### src/logic/smcl_pkg.sv
`default_nettype none
package smcl_pkg;
    // line levels: mark is logic high on the digital side of the drivers
    localparam logic LINE_MARK = 1'b1;
    localparam logic LINE_SPACE = 1'b0;
    localparam int CLK_HZ = 20_000_000;
    localparam int DROP_MS = 3500;
    localparam int DROP_CYCLES = (CLK_HZ / 1000) * DROP_MS;
    localparam int CNT_W = 27;
    localparam logic [CNT_W-1:0] CNT_RESET = 27'h000_0000;
endpackage : smcl_pkg
`default_nettype wire

### src/logic/smcl_lines.sv
// Notes on behaviour
// - transmit and receive run independently, full duplex
// - idle transmit line sits at mark
// - request-to-send always asserted
// - terminal ready dropped in local mode
// - long break drops terminal ready 3.5 s
// - speed-select outputs always asserted
// - modem status inputs ignored entirely
// - mark unasserted, space asserted everywhere
// - open input reads as mark
`timescale 1ns/1ps
`default_nettype none
module smcl_lines #(
    parameter int DROP_CYCLES = smcl_pkg::DROP_CYCLES
) (
    input wire logic core_clk,
    input wire logic rst_n,
    input wire logic tx_busy,
    input wire logic tx_bit,
    input wire logic rxd_pin,
    input wire logic local_mode,
    input wire logic long_break,
    input wire logic cts_pin,
    input wire logic dsr_pin,
    input wire logic dcd_pin,
    input wire logic spd_ind_pin,
    input wire logic txc_pin,
    input wire logic rxc_pin,
    input wire logic ri_pin,
    output logic txd_pin,
    output logic rts_pin,
    output logic dtr_pin,
    output logic spd_sel_pin,
    output logic rx_bit
);
    logic rx_meta;
    logic rx_sync;
    logic [smcl_pkg::CNT_W-1:0] drop_cnt;
    logic dropping;
    logic unused_in;

    localparam logic [smcl_pkg::CNT_W-1:0] DROP_LOAD =
        DROP_CYCLES[smcl_pkg::CNT_W-1:0];
    localparam logic [smcl_pkg::CNT_W-1:0] CNT_LAST = 27'h000_0001;

    // drop timer still counting
    function automatic logic smcl_running(
        input logic [smcl_pkg::CNT_W-1:0] cnt
    );
        return cnt != smcl_pkg::CNT_RESET;
    endfunction : smcl_running

    assign unused_in = cts_pin ^
                       dsr_pin ^
                       dcd_pin ^
                       spd_ind_pin ^
                       txc_pin ^
                       rxc_pin ^
                       ri_pin;

    // reset to mark, board pull-up keeps open line at mark
    always_ff @(posedge core_clk) begin
        if (!rst_n) begin
            rx_meta <= smcl_pkg::LINE_MARK;
            rx_sync <= smcl_pkg::LINE_MARK;
        end else begin
            rx_meta <= rxd_pin;
            rx_sync <= rx_meta;
        end
    end

    // receive path separate from transmit path
    always_ff @(posedge core_clk) begin
        if (!rst_n) begin
            rx_bit <= smcl_pkg::LINE_MARK;
        end else begin
            rx_bit <= rx_sync;
        end
    end

    // mark unless a character is in flight
    always_ff @(posedge core_clk) begin
        if (!rst_n) begin
            txd_pin <= smcl_pkg::LINE_MARK;
        end else begin
            txd_pin <= tx_busy ? tx_bit : smcl_pkg::LINE_MARK;
        end
    end

    always_ff @(posedge core_clk) begin
        if (!rst_n) begin
            drop_cnt <= smcl_pkg::CNT_RESET;
        end else if (long_break) begin
            drop_cnt <= DROP_LOAD;
        end else if (smcl_running(drop_cnt)) begin
            drop_cnt <= drop_cnt - 1'b1;
        end
    end
    assign dropping = smcl_running(drop_cnt);

    always_ff @(posedge core_clk) begin
        if (!rst_n) begin
            dtr_pin <= smcl_pkg::LINE_MARK;
        end else begin
            dtr_pin <= (local_mode || long_break || dropping) ?
                       smcl_pkg::LINE_MARK : smcl_pkg::LINE_SPACE;
        end
    end

    assign rts_pin = smcl_pkg::LINE_SPACE;
    assign spd_sel_pin = smcl_pkg::LINE_SPACE;

    chk_rts_space: assert property (
        @(posedge core_clk) disable iff (!rst_n)
        rts_pin == smcl_pkg::LINE_SPACE
    ) else $error("rts not asserted");

    chk_spd_space: assert property (
        @(posedge core_clk) disable iff (!rst_n)
        spd_sel_pin == smcl_pkg::LINE_SPACE
    ) else $error("spd not set");

    chk_rts_reset: assert property (
        @(posedge core_clk)
        (rts_pin == smcl_pkg::LINE_SPACE) &&
        (spd_sel_pin == smcl_pkg::LINE_SPACE)
    ) else $error("rts or spd dropped in reset");

    chk_tx_idle: assert property (
        @(posedge core_clk) disable iff (!rst_n)
        !tx_busy |=> txd_pin == smcl_pkg::LINE_MARK
    ) else $error("txd not mark when idle");

    chk_tx_data: assert property (
        @(posedge core_clk) disable iff (!rst_n)
        tx_busy |=> txd_pin == $past(tx_bit)
    ) else $error("txd not following data");

    chk_tx_space: assert property (
        @(posedge core_clk) disable iff (!rst_n)
        tx_busy && !tx_bit |=> txd_pin == smcl_pkg::LINE_SPACE
    ) else $error("txd space bit lost");

    chk_txd_exact: assert property (
        @(posedge core_clk) disable iff (!rst_n)
        $past(rst_n) |-> txd_pin ==
            ($past(tx_busy) ? $past(tx_bit) : smcl_pkg::LINE_MARK)
    ) else $error("txd gated by other lines");

    chk_dtr_local: assert property (
        @(posedge core_clk) disable iff (!rst_n)
        local_mode |=> dtr_pin == smcl_pkg::LINE_MARK
    ) else $error("dtr asserted in local");

    chk_dtr_break: assert property (
        @(posedge core_clk) disable iff (!rst_n)
        long_break |=> (dtr_pin == smcl_pkg::LINE_MARK) [*8]
    ) else $error("dtr up during drop");

    chk_dtr_hold: assert property (
        @(posedge core_clk) disable iff (!rst_n)
        dropping |=> dtr_pin == smcl_pkg::LINE_MARK
    ) else $error("dtr up while timer runs");

    chk_drop_end: assert property (
        @(posedge core_clk) disable iff (!rst_n)
        drop_cnt == CNT_LAST && !long_break |=> !dropping
    ) else $error("drop timer overran");

    chk_drop_load: assert property (
        @(posedge core_clk) disable iff (!rst_n)
        long_break |=> drop_cnt == DROP_LOAD
    ) else $error("drop timer not restarted");

    chk_drop_count: assert property (
        @(posedge core_clk) disable iff (!rst_n)
        dropping && !long_break |=> drop_cnt == $past(drop_cnt) - 1'b1
    ) else $error("drop timer skipped a step");

    chk_dtr_back: assert property (
        @(posedge core_clk) disable iff (!rst_n)
        !local_mode && !long_break && !dropping
        |=> dtr_pin == smcl_pkg::LINE_SPACE
    ) else $error("dtr not reasserted");

    chk_dtr_exact: assert property (
        @(posedge core_clk) disable iff (!rst_n)
        $past(rst_n) |-> dtr_pin ==
            (($past(local_mode) || $past(long_break) || $past(dropping)) ?
            smcl_pkg::LINE_MARK : smcl_pkg::LINE_SPACE)
    ) else $error("dtr gated by other lines");

    chk_rx_path: assert property (
        @(posedge core_clk) disable iff (!rst_n)
        rx_bit == $past(rxd_pin, 3) || $past(!rst_n, 3)
    ) else $error("rx path latency wrong");

    chk_rx_open: assert property (
        @(posedge core_clk) disable iff (!rst_n)
        rxd_pin [*3] |=> rx_bit == smcl_pkg::LINE_MARK
    ) else $error("open rx not idle");

    chk_rx_space: assert property (
        @(posedge core_clk) disable iff (!rst_n)
        !rxd_pin [*3] |=> rx_bit == smcl_pkg::LINE_SPACE
    ) else $error("rx space bit lost");

    chk_reset_marks: assert property (
        @(posedge core_clk) disable iff (!rst_n)
        $rose(rst_n) |-> txd_pin == smcl_pkg::LINE_MARK &&
            dtr_pin == smcl_pkg::LINE_MARK && rx_bit == smcl_pkg::LINE_MARK
    ) else $error("lines not mark after reset");

    cov_break: cover property (@(posedge core_clk) long_break);
    cov_drop_end: cover property (@(posedge core_clk)
        $fell(dropping));
    cov_rebreak: cover property (@(posedge core_clk)
        dropping && long_break);
    cov_local: cover property (@(posedge core_clk) local_mode);
    cov_tx: cover property (@(posedge core_clk) tx_busy ##1 !tx_busy);
endmodule : smcl_lines
`default_nettype wire

### config.mk
export PLATFORM = sky130hd
export DESIGN_NAME = smcl_lines
export DESIGN_NICKNAME = d
export VERILOG_FILES = /design/src/logic/smcl_pkg.sv /design/src/logic/smcl_lines.sv
export SDC_FILE = /design/constraint.sdc
export NUM_CORES = 1
export LEC_CHECK = 0
export BUFFER_PORTS_ARGS = -buffer_cell sky130_fd_sc_hd__buf_2
export CAP_MARGIN = 20
export CORE_MARGIN = 1
export CORE_UTILIZATION = 25
export CTS_CLUSTER_SIZE = 20
export DETAILED_ROUTE_END_ITERATION = 6
export PLACE_DENSITY_LB_ADDON = 0.05
export SETUP_SLACK_MARGIN = 0.2
export SLEW_MARGIN = 20
export SYNTH_ARGS = -nofsm -noshare
export SYNTH_HDL_FRONTEND = slang
export SYNTH_SLANG_ARGS = --single-unit
### constraint.sdc
create_clock -name core_clk -period 1.91 [get_ports core_clk]
set_input_delay 0.382 -clock core_clk [delete_from_list [all_inputs] [get_ports core_clk]]
set_output_delay 0.382 -clock core_clk [all_outputs]
set_load 0.05 [all_outputs]
Word-level counts from Yosys, hierarchy flattened
Index checks and enable logic that the tools add are counted.
{"block": "totals", "out_inout_bits": 5, "ff_bits": 32, "input_bits": 14, "elab_cells": 18}
{"block": "op_classes", "n_mux": 3, "bitwise_logic": 1, "reduce_logical": 6, "addsub": 1}
{"cell": "$mux 27", "n": 2}
{"cell": "$reduce_bool 27->1", "n": 1}
{"cell": "$sub 27x1->27 const B", "n": 1}
{"cell": "$logic_or 1x1->1", "n": 2}
{"cell": "$reduce_and 2->1", "n": 1}
{"cell": "$reduce_bool 2->1", "n": 1}
{"cell": "$reduce_or 2->1", "n": 1}
{"cell": "$mux 1", "n": 1}
{"cell": "$not 1->1", "n": 1}

Logic depth before layout (Yosys ltp)
Gate-level depths: netlist (run 1).
{"block": "logic_depth", "word_depth": 3, "depth_mapped": 9, "depth_no_buf": 7}

Least setup slack after synthesis (run 1)
No wires, ideal clock.
{"block": "synth_path", "path_type": "reg2reg", "from": "register drop_cnt[0] (netlist bit)", "to": "register drop_cnt[8] (netlist bit)", "stages_incl_launch_ff": 8, "path_buffers": 0, "arrival_time_ps": 1737, "t_required_ps": 1795, "path_slack_ps": 58, "cell_sequence": "dfxtp_1 > inv_1 > ha_1 > or4b_2 > nor4_1 > o21ai_0 > xnor2_1 > o21a_1"}
{"block": "synth_via", "elab_chain_len": 3, "elab_cells_between_ends": 5, "cone_classes": "add/sub: 1; mux: 2; reduce/logical: 2"}
{"element": "start, declared", "line_no": "smcl_lines.sv:38", "rtl": "logic [smcl_pkg::CNT_W-1:0] drop_cnt;"}
{"element": "start signal, assigned", "line_no": "smcl_lines.sv:92", "rtl": "drop_cnt <= smcl_pkg::CNT_RESET;"}
{"element": "start signal, assigned", "line_no": "smcl_lines.sv:96", "rtl": "drop_cnt <= drop_cnt - 1'b1;"}
{"element": "$sub 27x1->27", "line_no": "smcl_lines.sv:96"}
{"element": "$mux 27", "line_no": "smcl_lines.sv:95", "rtl": "end else if (smcl_running(drop_cnt)) begin"}
{"element": "$mux 27", "line_no": "smcl_lines.sv:93", "rtl": "end else if (long_break) begin"}
Several ways; a longest one is shown, not always the timed one. The select of a mux whose other input is x is not followed.
A chain may end at the register's enable or synchronous reset.

Worst setup path in the final report (run 1)
{"block": "layout_path", "from": "register drop_cnt[5] (netlist bit)", "to": "register drop_cnt[17] (netlist bit)"}
{"block": "layout_via", "elab_chain_len": 1, "elab_cells_between_ends": 2, "cone_classes": "add/sub: 1; reduce/logical: 1"}
{"element": "$sub 27x1->27 / $reduce_bool 27->1 (equally long branches)", "line_no": "smcl_lines.sv:96, smcl_lines.sv:50"}
Several ways; a longest one is shown, not always the timed one.

==> flow_summary_export.csv, run 1 <==
group,metric,value,unit
finish,final_layout_size_suffix_gt1_share,47.2,%
power,powerDensity,798,nW/um2
drt,postRouteAntennaNets,0,
synthesis,yosys_warnings,0,
clock_tree,h-tree-depth,2,
drt,totalWireLength,4350,um
clock_tree,path_clk_slew,0.07,ns
finish,layout_commonest_cell,"buf_4",
timing,holdWs,0.271,ns
clock_tree,clkSinkCount,32,
timing,fmax,551,MHz
critical_path,timing.setup.critical_path_class,"reg2reg",
synthesis,synth_seq_cells,32,
critical_path,crit_family,"simple AND/OR/NAND/NOR gates",
drt,drt-wirelength-per-cell,14.2,um
synthesis,async_reset_ff_share,0,%
critical_path,critPathBufInv,2,
critical_path,cp.required,2.09,ns
die,die_h,82.7,um
finish,nNetsFinal,243,
timing,setup_slack,0.0956,ns
timing,tightest_slew,0.581,ns
synthesis,ys_types,48,
power,max-vdd-ir-drop,0.000313,V
die,row_count,29,
place,place_area,1990,um2
synthesis,ys_seq_area_share,39.3,%
drt,viasPerCell,4.85,
die,ios,19,
die,die_area,6840,um2
status,status,"complete, no violations",
drt,remaining_drc_errors,0,
critical_path,critPathLaunchType,"flop",
clock_tree,cts_buffers,5,
finish,n_antenna_cell,0,
timing,setup_tns,0,ns
die,start_util,25.8,%
synthesis,netlist_area,1630,um2
finish,fin_area,2460,um2
critical_path,slowest_delay,0.36,ns
job,maxCapViolations,0,
critical_path,crit_fanout,7,
die,coreArea,6310,um2
timing,rsz0062_at_grt,"true",
global_route,grt_pass1_vias,1494,
synthesis,synthCells,177,
clock_tree,cts_hold_buffers,0,
global_route,grt.overflow.total,0,
min_path,hp-class,"in2reg",
drt,dr.pass1.iters,4,
place,gp_congestion,0.732,
finish,final_cells,306,
global_route,grt_pass1_wl,7150,um
finish,area_growth,51.0,%
drt,first_iter_violations,35,
clock_tree,clock_latency,0.29,ns
critical_path,cp_slowest_cell,"dfxtp_4",
die,die_w,82.7,um
finish,final_cell_mix,"buf_4 (32), dfxtp_1 (27), nor2_1 (23), buf_6 (10)",
clock_tree,cts_tree,"yes",
critical_path,cp_data_arrival_time,2.00,ns
timing,finClkSkew,0.00720,ns
drt,vias,1484,
finish,nFillCells,650,
place,dp.cells,286,
critical_path,end_kind,"flop",
place,hpwl,3000,um
synthesis,ys.flop_type,"dfxtp_1",
critical_path,worstPathCellList,"nor4_4 -> buf_4 -> nand4_4 -> buf_6 -> a211oi_4 -> xnor2_1 -> nor2_1",
timing,slew_headroom,61.3,%
timing,setup_violations,0,
timing,period_minus_slack,1.81,ns
global_route,antenna_found_initial,0,
timing,final-hold-violation-count,0,
synthesis,synth-edff-count,0,
clock_tree,clock_path_buffers,2,
power,leakage,0.945,nW
timing,slew_viol_final,0,
clock_tree,cts-root-buf,"clkbuf_8",
global_route,grtUsageTotal,14.4,%
timing,period_share,95.0,%
place,place_ws,0.0177,ns
global_route,grt_max_degree,14,
place,io_buffer_count,9,
synthesis,avgSynthCellArea,9.20,um2
kinds of logic after synthesis:
family | after synthesis | synth area share, %
DFF | 32 | 39.3
and+or+nand+nor | 80 | 29.3
adders and majority gates | 1 | 0.768
xor gates and xnor gates | 15 | 8.06
other | 1 | 0.230
AOI/OAI and AO/OA | 35 | 17.8
buffers and inverters | 13 | 4.45
cell type report:
cell class                      instances  area, um2  area share, %
Tap cell                               77       96.3           3.92
Multi-Input combinational cell        133       1190           48.3
Timing Repair Buffer                   52        418           17.0
Inverter                                4       15.0          0.610
Clock inverter                          2       10.0          0.407
Sequential cell                        32        649           26.4
Clock buffer                            6       82.6           3.36
Yosys cell counts (2+ instances only):
cell type,n,area (um2)
clkbuf_1,3,11.3
o21a_1,7,52.6
nor3_1,8,40.0
xor2_1,5,43.8
dfxtp_1,32,641
buf_6,2,22.5
nor2b_1,3,18.8
nand2_1,9,33.8
nor2_1,24,90.1
and3_1,2,12.5
a31oi_1,2,12.5
a31o_2,2,17.5
nor4_1,8,50.1
a21oi_1,4,20.0
buf_4,2,15.0
a211oi_1,4,30.0
a211o_1,2,17.5
nand4_1,3,18.8
xnor2_1,10,87.6
o31ai_1,2,15.0
inv_1,4,15.0
nand4b_1,2,17.5
nand3_1,3,15.0
nand2b_1,5,31.3
a41o_1,2,20.0
o21ai_0,3,15.0
nand3b_1,3,22.5
through the flow:
step / util, % / power [mW]
after floorplan: - / 1.08
after global placement: 31.5 / 1.24
after detailed placement: 31.5 / 1.24
after CTS: 35.1 / 1.87
after global routing: 39.0 / 2.08
final: 39.0 / 1.96
state kept, by name, summed over array words and instances, names as in the netlist:
register,count
rx_meta,1
rx_sync,1
txd_pin,1
drop_cnt,27
rx_bit,1
dtr_pin,1
worst paths after layout:
| check | start | to | slack, ns | depth (start not counted) |
|---|---|---|---|---|
| setup reg to reg | drop_cnt[5]$_SDFFE_PP0P_ | drop_cnt[17]$_SDFFE_PP0P_ | 0.1 | 7 |
| hold / removal | rxd_pin | rx_meta$_SDFF_PN1_ | 0.27 | 2 |
| hold reg to reg | rx_meta$_SDFF_PN1_ | rx_sync$_SDFF_PN1_ | 0.41 | 1 |
| setup / recovery | drop_cnt[5]$_SDFFE_PP0P_ | drop_cnt[17]$_SDFFE_PP0P_ | 0.1 | 7 |
worst register-to-register path: stages (launching register included):
cell	delay [ns]
dfxtp_4	0.36
nor4_4	0.36
buf_4	0.19
nand4_4	0.20
buf_6	0.21
a211oi_4	0.18
xnor2_1	0.14
nor2_1	0.05
report_power, final:
group / leakage [nW] / switching (mW) / internal (mW) / total (mW)
registers: 0.265 / 0.0544 / 0.711 / 0.765
clock network: 0.0510 / 0.268 / 0.288 / 0.556
logic: 0.629 / 0.323 / 0.320 / 0.644
total: 0.945 / 0.646 / 1.32 / 1.96
layer usage:
layer / wire length (um) / vias to the layer above / GRT usage [%] / part of all wire [%]
li1: - / 744 / - / -
met1: 2010 / 719 / 17.7 / 46
met2: 2170 / 15 / 23.9 / 50
met3: 104 / 6 / 3.96 / 2.4
met4: 59 / 0 / 4.83 / 1.4
met5: 0 / - / 0 / 0
repair_timing:
item	in CTS	in global routing
buffers inserted	6	6
pin swaps	8	18
setup endpoints to repair	21	28
gates resized for setup	16	39
Power figures use the tool's default switching activity.
==> run 2, diff against run 1 <==
--- a/config.mk
+++ b/config.mk
@@ -5,12 +5,13 @@
 export SDC_FILE = /design/constraint.sdc
 export NUM_CORES = 1
 export LEC_CHECK = 0
-export BUFFER_PORTS_ARGS = -buffer_cell sky130_fd_sc_hd__buf_2
 export CAP_MARGIN = 20
 export CORE_MARGIN = 1
 export CORE_UTILIZATION = 25
 export CTS_CLUSTER_SIZE = 20
 export DETAILED_ROUTE_END_ITERATION = 6
+export DONT_BUFFER_PORTS = 1
+export GPL_TIMING_DRIVEN = 0
 export PLACE_DENSITY_LB_ADDON = 0.05
 export SETUP_SLACK_MARGIN = 0.2
 export SLEW_MARGIN = 20
==> run 2 against run 1 <==
Against the previous run: power down 0.46%; register-to-register slack got worse by 0.04 ns; critical path depth is 2 higher; clock skew about the same; maximum frequency down 2.2%; sequential power grew 2%; flip-flop and latch count unchanged; combinational power shrank 2%; clock power decreased by 2%; die area unchanged; critical path type unchanged.
==> flow_summary_export.csv, run 2 (synthesis results as in run 1) <==
group,metric,value,unit
status,status,"complete, no violations",
finish,n_antenna_cell,0,
global_route,grt_max_degree,11,
drt,viasPerCell,4.91,
clock_tree,clkSinkCount,32,
timing,period_share,97.1,%
min_path,worstHoldStart,"rst_n",
place,hpwl,2920,um
timing,final-hold-violation-count,0,
place,place_area,1770,um2
clock_tree,path_clk_slew,0.07,ns
critical_path,r2r_slack,0.06,ns
global_route,grt_pass1_wl,7410,um
die,die_h,82.7,um
power,max-vdd-ir-drop,0.000390,V
critical_path,crit_fanout,5,
critical_path,timing.setup.critical_path_class,"reg2reg",
drt,totalWireLength,4700,um
timing,setup_violations,0,
finish,final_layout_size_suffix_gt1_share,41.5,%
die,row_count,29,
die,ios,19,
place,place_ws,-0.454,ns
clock_tree,clock_latency,0.28,ns
clock_tree,clock_path_buffers,2,
clock_tree,cts_tree,"yes",
timing,slew_headroom,58.8,%
job,maxCapViolations,0,
timing,finClkSkew,0.00767,ns
finish,utilization,37.1,%
drt,postRouteAntennaNets,0,
finish,nNetsFinal,226,
timing,period_minus_slack,1.85,ns
place,gp_congestion,0.797,
critical_path,r2r_start,"drop_cnt[0]$_SDFFE_PP0P_",
timing,rsz0062_at_grt,"true",
critical_path,critPathLaunchType,"flop",
timing,slew_viol_final,0,
finish,nFillCells,643,
min_path,hold-path-endpoint,"rx_sync$_SDFF_PN1_",
critical_path,worstPathCellList,"inv_2 -> ha_4 -> nor4b_4 -> and4_1 -> buf_6 -> a21oi_4 -> buf_12 -> buf_16 -> a311oi_2",
power,powerDensity,834,nW/um2
timing,holdWs,0.173,ns
timing,tightest_slew,0.618,ns
die,die_area,6840,um2
min_path,min_path_cells,1,
global_route,antenna_found_initial,0,
place,io_buffer_count,0,
clock_tree,cts-root-buf,"clkbuf_8",
critical_path,reg2reg_depth,9,
critical_path,cp_slowest_cell,"dfxtp_4",
finish,area_growth,43.9,%
finish,layout_commonest_cell,"dfxtp_1",
drt,remaining_drc_errors,0,
timing,fmax,539,MHz
global_route,grt_pass1_vias,1429,
drt,dr.pass1.iters,4,
finish,fin_area,2340,um2
die,start_util,25.8,%
timing,setup_slack,0.0556,ns
die,die_w,82.7,um
finish,final_cells,289,
critical_path,crit_family,"simple AND/OR/NAND/NOR gates",
timing,setup_tns,0,ns
critical_path,reg2reg_to,"drop_cnt[7]$_SDFFE_PN0P_",
finish,largest_register_ffs,27,
finish,regMostFlops,"drop_cnt",
global_route,grtUsageTotal,15.1,%
min_path,hp-class,"in2reg",
drt,first_iter_violations,67,
place,dp.cells,255,
power,p_total,1.96,mW
clock_tree,h-tree-depth,2,
critical_path,end_kind,"flop",
drt,vias,1419,
critical_path,cp.required,2.10,ns
critical_path,cp_data_arrival_time,2.04,ns
drt,drt-wirelength-per-cell,16.3,um
finish,final_cell_mix,"dfxtp_1 (26), nor2_1 (23), buf_4 (21), xnor2_1 (9), o21a_1 (7)",
global_route,grt.overflow.total,0,
die,coreArea,6310,um2
clock_tree,cts_buffers,5,
critical_path,slowest_delay,0.34,ns
critical_path,critPathBufInv,4,
power,leakage,0.860,nW
run 2: changes by cell type in the layout (fill, tap and decap cells not counted), sizes merged:
cell	previous run	this run
buf	52	32
clkbuf	6	11
clkinv	2	0
run 2: where the power goes:
group	switching [mW]	internal, mW	total [mW]
clock	0.249	0.294	0.543
combinational	0.308	0.323	0.631
sequential	0.0713	0.710	0.782
total	0.628	1.33	1.96
run 2: what timing repair did:
action / CTS / global route
pin swaps: 11 / 13
resized for setup: 25 / 34
hold buffers: 0 / 0
setup endpoints to repair: 27 / 28
buffers inserted: 14 / 11
cloned: 1 / 0
run 2: worst max-delay path by stage:
| stage | start | endpoint | cells after the start |
|---|---|---|---|
| 2_1_floorplan | drop_cnt[1]$_SDFFE_PP0P_ | drop_cnt[21]$_SDFFE_PN0P_ | 8 |
| 3_3_place_gp | drop_cnt[1]$_SDFFE_PP0P_ | drop_cnt[18]$_SDFFE_PN0P_ | 7 |
| 3_5_place_dp | drop_cnt[1]$_SDFFE_PP0P_ | drop_cnt[18]$_SDFFE_PN0P_ | 7 |
| 4_1_cts | drop_cnt[0]$_SDFFE_PP0P_ | drop_cnt[13]$_SDFFE_PP0P_ | 9 |
| 5_1_grt | drop_cnt[7]$_SDFFE_PN0P_ | drop_cnt[17]$_SDFFE_PP0P_ | 7 |
| 6_report | drop_cnt[0]$_SDFFE_PP0P_ | drop_cnt[7]$_SDFFE_PN0P_ | 9 |
run 2: final cells by class:
type | count | area, um2 | share of cell area [%]
multi-input cells | 133 | 1170 | 49.8
flip-flops and latches | 32 | 658 | 28.1
repair buffers | 26 | 246 | 10.5
well taps | 77 | 96.3 | 4.11
clock buffers | 8 | 90.1 | 3.84
plain buffers | 9 | 71.3 | 3.04
inverters | 4 | 15.0 | 0.640
run 2: metal layers:
layer | vias to the layer above | share of wire [%] | track usage [%]
met5 | - | 0 | 0
met4 | 0 | 1.1 | 5.34
met3 | 6 | 2.7 | 3.74
met2 | 25 | 50 | 25.2
met1 | 674 | 46 | 18.6
li1 | 714 | - | -
